$ cat src/shared/slsoc_pkg.sv
package slsoc_pkg;
    // Frame and register geometry
    localparam int          SLSOC_WORD_BITS   = 8;
    localparam logic [7:0]  SLSOC_CTRL_RESET  = 8'h00;
    localparam logic [3:0]  SLSOC_BIT_CNT_W0  = 4'h0;
    localparam logic [3:0]  SLSOC_BIT_CNT_ONE = 4'h1;
    localparam logic [3:0]  SLSOC_BIT_CNT_MAX = 4'hF;
    localparam logic [3:0]  SLSOC_BIT_CNT_FULL = 4'h8;
    localparam logic [2:0]  SLSOC_MSB_IDX     = 3'h7;
    localparam int          SLSOC_CH1_IDX     = 0;

    // System clock
    localparam int          SLSOC_CLK_PS      = 4000;

    // Link timing in ns, as printed
    localparam int          SLSOC_T_CS_TO_RISE_NS = 10;
    localparam int          SLSOC_T_CS_TO_FALL_NS = 80;
    localparam int          SLSOC_T_SCLK_HALF_NS  = 60;
    localparam int          SLSOC_T_FALL_TO_CS_NS = 80;
    localparam int          SLSOC_T_WORD_GAP_NS   = 170;

    // Least times, rounded up to whole cycles
    localparam int SLSOC_CYC_CS_TO_RISE = (SLSOC_T_CS_TO_RISE_NS * 1000 + SLSOC_CLK_PS - 1) / SLSOC_CLK_PS;
    localparam int SLSOC_CYC_CS_TO_FALL = (SLSOC_T_CS_TO_FALL_NS * 1000 + SLSOC_CLK_PS - 1) / SLSOC_CLK_PS;
    localparam int SLSOC_CYC_HALF       = (SLSOC_T_SCLK_HALF_NS * 1000 + SLSOC_CLK_PS - 1) / SLSOC_CLK_PS;
    localparam int SLSOC_CYC_FALL_TO_CS = (SLSOC_T_FALL_TO_CS_NS * 1000 + SLSOC_CLK_PS - 1) / SLSOC_CLK_PS;
    localparam int SLSOC_CYC_GAP        = (SLSOC_T_WORD_GAP_NS * 1000 + SLSOC_CLK_PS - 1) / SLSOC_CLK_PS;

    // Timer width for the master's phase counter
    localparam logic [5:0]  SLSOC_TMR_ZERO = 6'h00;
    localparam logic [5:0]  SLSOC_TMR_ONE  = 6'h01;

    // Master sequencer states
    typedef enum logic [2:0] {
        SLSOC_M_IDLE,
        SLSOC_M_SETUP,
        SLSOC_M_LOW,
        SLSOC_M_HIGH,
        SLSOC_M_TAIL,
        SLSOC_M_GAP
    } slsoc_mstate_t;
endpackage

$ cat src/shared/slsoc_if.sv
// Serial link between the bus master and the output controller
interface slsoc_if;
    logic chip_select_n;  // Frame select, active low
    logic sclk;           // Serial clock from the master
    logic mosi;           // Serial data, MSB first

    modport master (
        output chip_select_n,
        output sclk,
        output mosi
    );

    modport device (
        input chip_select_n,
        input sclk,
        input mosi
    );
endinterface

$ cat src/rtl/slsoc_master.sv
// Bus master end: sends one byte per request with all link timing met
module slsoc_master
    import slsoc_pkg::*;
(
    input  wire logic       CLK_SYS,   // System clock
    input  wire logic       RST_N,     // Synchronous reset, active low
    slsoc_if.master         link,      // Serial link to the device
    input  wire logic       SEND_REQ,  // Request pulse or level, taken when READY
    input  wire logic [7:0] SEND_DATA, // Byte to send
    output logic            READY      // High when a request can be taken
);
    slsoc_mstate_t state_ff;
    slsoc_mstate_t nxt_state;
    logic [5:0]    tmr_ff;      // Phase timer, counts down
    logic [5:0]    nxt_tmr;
    logic [7:0]    data_ff;     // Byte being shifted out
    logic [7:0]    nxt_data;
    logic [2:0]    bit_ff;      // Bits still to send minus one
    logic [2:0]    nxt_bit;
    logic          cs_n_ff;
    logic          nxt_cs_n;
    logic          sclk_ff;
    logic          nxt_sclk;
    logic          mosi_ff;
    logic          nxt_mosi;
    logic          ready_ff;
    logic          nxt_ready;

    // Sequencer: select lead, first high, seven low/high pairs, tail, inter-word gap
    always_comb begin
        nxt_state = state_ff;
        nxt_tmr   = tmr_ff;
        nxt_data  = data_ff;
        nxt_bit   = bit_ff;
        nxt_cs_n  = cs_n_ff;
        nxt_sclk  = sclk_ff;
        nxt_mosi  = mosi_ff;
        nxt_ready = 1'b0;
        if (tmr_ff != SLSOC_TMR_ZERO) begin
            nxt_tmr = tmr_ff - SLSOC_TMR_ONE;
        end
        case (state_ff)
            SLSOC_M_IDLE: begin
                nxt_sclk  = 1'b0;
                nxt_ready = 1'b1;
                if (SEND_REQ && ready_ff) begin
                    nxt_ready = 1'b0;
                    nxt_data  = SEND_DATA;
                    nxt_mosi  = SEND_DATA[SLSOC_MSB_IDX];
                    nxt_bit   = SLSOC_MSB_IDX;
                    nxt_cs_n  = 1'b0;
                    // Longer of the first-rise lead and the first-fall lead minus one high phase
                    nxt_tmr   = 6'(SLSOC_CYC_CS_TO_RISE > SLSOC_CYC_CS_TO_FALL - SLSOC_CYC_HALF ?
                                   SLSOC_CYC_CS_TO_RISE : SLSOC_CYC_CS_TO_FALL - SLSOC_CYC_HALF);
                    nxt_state = SLSOC_M_SETUP;
                end
            end
            SLSOC_M_SETUP: begin
                if (tmr_ff == SLSOC_TMR_ONE) begin
                    nxt_sclk  = 1'b1;
                    nxt_tmr   = 6'(SLSOC_CYC_HALF);
                    nxt_state = SLSOC_M_HIGH;
                end
            end
            SLSOC_M_HIGH: begin
                if (tmr_ff == SLSOC_TMR_ONE) begin
                    nxt_sclk  = 1'b0;
                    nxt_tmr   = 6'(SLSOC_CYC_HALF);
                    if (bit_ff == 3'h0) begin
                        nxt_tmr   = 6'(SLSOC_CYC_FALL_TO_CS);
                        nxt_state = SLSOC_M_TAIL;
                    end else begin
                        // Data changes on the falling edge, well clear of the rise
                        nxt_data  = {data_ff[6:0], 1'b0};
                        nxt_mosi  = data_ff[6];
                        nxt_bit   = bit_ff - 3'h1;
                        nxt_state = SLSOC_M_LOW;
                    end
                end
            end
            SLSOC_M_LOW: begin
                if (tmr_ff == SLSOC_TMR_ONE) begin
                    nxt_sclk  = 1'b1;
                    nxt_tmr   = 6'(SLSOC_CYC_HALF);
                    nxt_state = SLSOC_M_HIGH;
                end
            end
            SLSOC_M_TAIL: begin
                if (tmr_ff == SLSOC_TMR_ONE) begin
                    nxt_cs_n  = 1'b1;
                    nxt_tmr   = 6'(SLSOC_CYC_GAP);
                    nxt_state = SLSOC_M_GAP;
                end
            end
            SLSOC_M_GAP: begin
                if (tmr_ff == SLSOC_TMR_ONE) begin
                    nxt_ready = 1'b1;
                    nxt_state = SLSOC_M_IDLE;
                end
            end
            default: begin
                nxt_state = SLSOC_M_IDLE;
            end
        endcase
    end

    // Sequencer registers
    always_ff @(posedge CLK_SYS) begin
        if (!RST_N) begin
            state_ff <= SLSOC_M_IDLE;
            tmr_ff   <= SLSOC_TMR_ZERO;
            data_ff  <= SLSOC_CTRL_RESET;
            bit_ff   <= 3'h0;
            cs_n_ff  <= 1'b1;
            sclk_ff  <= 1'b0;
            mosi_ff  <= 1'b0;
            ready_ff <= 1'b0;
        end else begin
            state_ff <= nxt_state;
            tmr_ff   <= nxt_tmr;
            data_ff  <= nxt_data;
            bit_ff   <= nxt_bit;
            cs_n_ff  <= nxt_cs_n;
            sclk_ff  <= nxt_sclk;
            mosi_ff  <= nxt_mosi;
            ready_ff <= nxt_ready;
        end
    end

    assign link.chip_select_n = cs_n_ff;
    assign link.sclk          = sclk_ff;
    assign link.mosi          = mosi_ff;
    assign READY              = ready_ff;
endmodule

$ cat src/flat_wrapper.sv
// flat-port wrapper written by rule: the top's interface ports become plain ports
module slsoc_master_flat import slsoc_pkg::*;
  (CLK_SYS, RST_N, SEND_REQ, SEND_DATA, READY, link_chip_select_n, link_sclk, link_mosi);
  slsoc_if link_i ();
  input  wire logic CLK_SYS;
  input  wire logic RST_N;
  input  wire logic SEND_REQ;
  input  wire logic [7:0] SEND_DATA;
  output logic READY;
  output wire logic [$bits(link_i.chip_select_n)-1:0] link_chip_select_n;
  output wire logic [$bits(link_i.sclk)-1:0] link_sclk;
  output wire logic [$bits(link_i.mosi)-1:0] link_mosi;
  assign link_chip_select_n = link_i.chip_select_n;
  assign link_sclk = link_i.sclk;
  assign link_mosi = link_i.mosi;
  slsoc_master u_core (.CLK_SYS(CLK_SYS), .RST_N(RST_N), .link(link_i), .SEND_REQ(SEND_REQ), .SEND_DATA(SEND_DATA), .READY(READY));
endmodule
$ cat config.mk
export PLATFORM = sky130hd
export DESIGN_NAME = slsoc_master_flat
export DESIGN_NICKNAME = d
export VERILOG_FILES = /design/src/shared/slsoc_pkg.sv /design/src/shared/slsoc_if.sv /design/src/rtl/slsoc_master.sv /design/src/flat_wrapper.sv
export SDC_FILE = /design/constraint.sdc
export NUM_CORES = 1
export LEC_CHECK = 0
export ABC_AREA = 1
export CORE_ASPECT_RATIO = 0.9
export CORE_MARGIN = 2
export CORE_UTILIZATION = 60
export DETAILED_ROUTE_END_ITERATION = 7
export DONT_BUFFER_PORTS = 1
export HOLD_SLACK_MARGIN = 0.1
export PLACE_DENSITY = 0.87
export SLEW_MARGIN = 25
export SYNTH_ARGS = -nofsm -noshare
export SYNTH_HDL_FRONTEND = slang
export SYNTH_SLANG_ARGS = --single-unit
export TNS_END_PERCENT = 100
$ cat constraint.sdc
create_clock -name CLK_SYS -period 1.5 [get_ports CLK_SYS]
set_input_delay 0.3 -clock CLK_SYS [delete_from_list [all_inputs] [get_ports CLK_SYS]]
set_output_delay 0.3 -clock CLK_SYS [all_outputs]
set_load 0.02 [all_outputs]
==> summary.md <==
| Metric | Value |
|---|---|
| Mapped Cells | `206` |
| Port bufs | `0` |
| Core box area | `0.00214 sq mm` |
| WHS | `0.114 ns` |
| Worst setup EP type | `register` |
| Cell Pwr Density | `2450 mW/mm^2` |
| Initial Utilization | `62.0%` |
| Syn. warnings | `0` |
| Number of buffers created by CTS | `3` |
| Number of synthesized flops with an enable pin | `0` |
| DR DRC count | `0` |
| Final Hold Fails | `0` |
| Number of fill cells | `167` |
| Max transition margin | `77.0%` |
| Worst-Skew Late Latency | `0.32 ns` |
| Ant diodes | `0` |
| Final nets | `232` |
| Initial DRC Count | `92` |
| Pre-CTS WS | `-0.0227 ns` |
| F_max | `0.665 GHz` |
| Layout area overhead | `14.1%` |
| First-pass GRT wire length | `4910 microns` |
| Unrepaired setup endpoints after global routing | `yes` |
| Slew Limit Fails | `0` |
| Final GP Congestion | `0.939` |
| Final WL | `3290 microns` |
| Clock tree buffer depth | `2` |
| CTS sink cnt | `23` |
| Hold WC Path Type | `input port to register` |
| Crit share post-route | `100%` |
| Failing checks | `negative setup slack` |
| Post-route ant nets | `0` |
| Cell row count | `16` |
| CTS Root Cell | `clkbuf_4` |
| Detailed Place HPWL | `2210 microns` |
| Total power | `3.72 mW` |
| Top-area cell type share of the netlist area | `34.7%` |
| Multi-input combinational cell area | `821 sq um` |
| Status | `finished with violations` |
| Reg clk slew, reported paths | `0.12 ns` |
| Initial antenna violation count | `0` |
| I/O Pins | `15` |
| CP max FO | `5` |
| Placed instance count | `236` |
| Post-synth top area cell | `dfxtp_1` |
| Clock Skew | `0.00793 ns` |
| Placed cell area | `0.00139 sq mm` |
| Most used DFF post-synth | `dfxtp_1` |
| Share of cells above drive strength 1 | `20.9%` |
| DR WL/cell | `13.6 microns` |
| Number of max-cap violations | `0` |
| VDD IR max | `1.65 mV` |
| Worst Setup Start Kind | `register` |
| TNS Setup | `-0.00394 ns` |
| Setup Viol. Count Final | `1` |
| Arrival @ worst endpoint | `1.72 ns` |
| Syn avg cell area | `6.44 sq um` |
| CTS tree | `yes` |
| Drt pass-1 iters | `5` |
| Die height | `48.6 microns` |
| Synth Cell Area | `0.00133 sq mm` |
| GRT Overall Usage | `25.3%` |
| Synth unique cells | `22` |
| Routed vias | `1,361` |
| Worst Slack Setup Final | `-0.00394 ns` |
| Sequential area share after synthesis | `34.7%` |
| Req. time, crit path | `1.72 ns` |
| Die footprint | `0.00261 sq mm` |
| H-tree Lvls | `1` |
| Static Leak | `0.723 nW` |
| Die W | `53.6 microns` |
| Sequential Area | `473 sq um` |
| Critical path class | `register to register` |
| Vias in the first global route | `1,204` |
| Grt ovf | `0` |
| Pin count of the biggest net entering global routing | `14` |
| #FFs+latches synth | `23` |
| Finished Cell Area | `0.00152 sq mm` |
| Asr flop ratio synth | `0%` |
| Count leader, synth | `nand2_1` |
| Final Util | `70.7%` |
| Minimum clock period after layout | `1.50 ns` |
| Worst Tran Pin Value | `0.344 ns` |
| Synth cell count leaders | `67 x nand2_1, 27 x nor2_1, 23 x dfxtp_1` |
| Top post-synthesis cells by area | `dfxtp_1 35%, nand2_1 19%, nor2_1 7.6%` |
| Synthesized net count | `222` |
| Via density | `5.62` |
| Non-Filler Instances | `242` |
## worst max-delay path, cell delays in order, from the launching register on
cell and delay, ns:
dfxtp_2 0.35, inv_1 0.08, ha_1 0.15, inv_1 0.05, nor2_2 0.14, nand2_2 0.11, nand2_2 0.12, nor2_4 0.05
buf_4 0.15, o21ai_1 0.14, nor2_1 0.06
## layout make-up
type                            instances  share of cell area [%]
Tap cell                               27                    2.23
Sequential cell                        23                    31.2
Timing Repair Buffer                   10                    5.37
Clock inverter                          1                   0.330
Clock buffer                            3                    1.49
Inverter                               21                    5.20
Multi-Input combinational cell        157                    54.2
## where the power goes
group,switching (mW),internal (mW),leakage (nW)
registers,0.237,0.874,0.193
clock network,0.188,0.100,0.0177
logic,1.43,0.890,0.512
total,1.85,1.86,0.723
## registers in the layout, summed over array words and instances, names as in the netlist
register and cells:
u_core.data_ff 7, u_core.tmr_ff 6, u_core.bit_ff 3, u_core.state_ff 3, u_core.READY 1, u_core.link.chip_select_n 1, u_core.link.mosi 1, u_core.link.sclk 1
## worst paths after layout
check / depth (start not counted) / slack, ns / end / start
hold / removal: 2 / 0.11 / u_core.data_ff[5] / RST_N
setup reg to reg: 10 / -0.004 / u_core.data_ff[6] / u_core.bit_ff[0]
setup / recovery: 10 / -0.004 / u_core.data_ff[6] / u_core.bit_ff[0]
hold reg to reg: 2 / 0.47 / u_core.bit_ff[1] / u_core.bit_ff[1]
## repair_timing
| item | CTS | global route |
|---|---|---|
| gates cloned | 0 | 1 |
| setup buffers | 0 | 0 |
| gates resized for setup | 5 | 29 |
| hold endpoints to repair | 6 | 0 |
| endpoints found under the setup margin | 8 | 17 |
| pin swaps | 0 | 3 |
| hold buffers | 1 | 0 |
## logic make-up (layout without fill, tap and decap cells)
group / count (synthesis) / in the layout / synth area share, %
DFF: 23 / 23 / 34.7
adders and majority gates: 5 / 5 / 4.71
buffers and inverters: 26 / 35 / 8.29
xor gates and xnor gates: 4 / 4 / 2.64
and+or+nand+nor: 118 / 118 / 38.0
AOI/OAI and AO/OA: 30 / 30 / 11.7
## metal layers
layer | vias to the layer above | global-route usage, % | part of all wire (%)
met3 | 18 | 5.56 | 8.5
met1 | 599 | 31.4 | 41
met5 | - | 0 | 0
met4 | 0 | 12.4 | 4.1
met2 | 78 | 40.5 | 46
li1 | 666 | - | -
## cells in the final DEF, fill, tap and decap left out
cell | netlist | layout
nand2_1 | 67 | 62
nor2_1 | 27 | 25
inv_1 | 18 | 16
a21oi_1 | 16 | 15
dfxtp_1 | 23 | 15
nand3_1 | 14 | 13
buf_4 | 1 | 8
nand2_2 | 2 | 7
dfxtp_2 | 0 | 7
o21ai_1 | 0 | 6
o21ai_0 | 12 | 6
inv_2 | 3 | 5
nor2_4 | 2 | 4
ha_1 | 5 | 4
clkbuf_4 | 0 | 3
nor2_2 | 2 | 2
xnor2_1 | 2 | 2
o21bai_1 | 2 | 2
nand4_1 | 2 | 2
nand3_4 | 0 | 1
nand2_4 | 1 | 1
nand3_2 | 1 | 1
xor2_2 | 0 | 1
xor2_1 | 2 | 1
a21oi_2 | 0 | 1
ha_4 | 0 | 1
clkinv_2 | 0 | 1
dlygate4sd3_1 | 0 | 1
buf_6 | 1 | 1
dfxtp_4 | 0 | 1
Power figures use the tool's default switching activity.
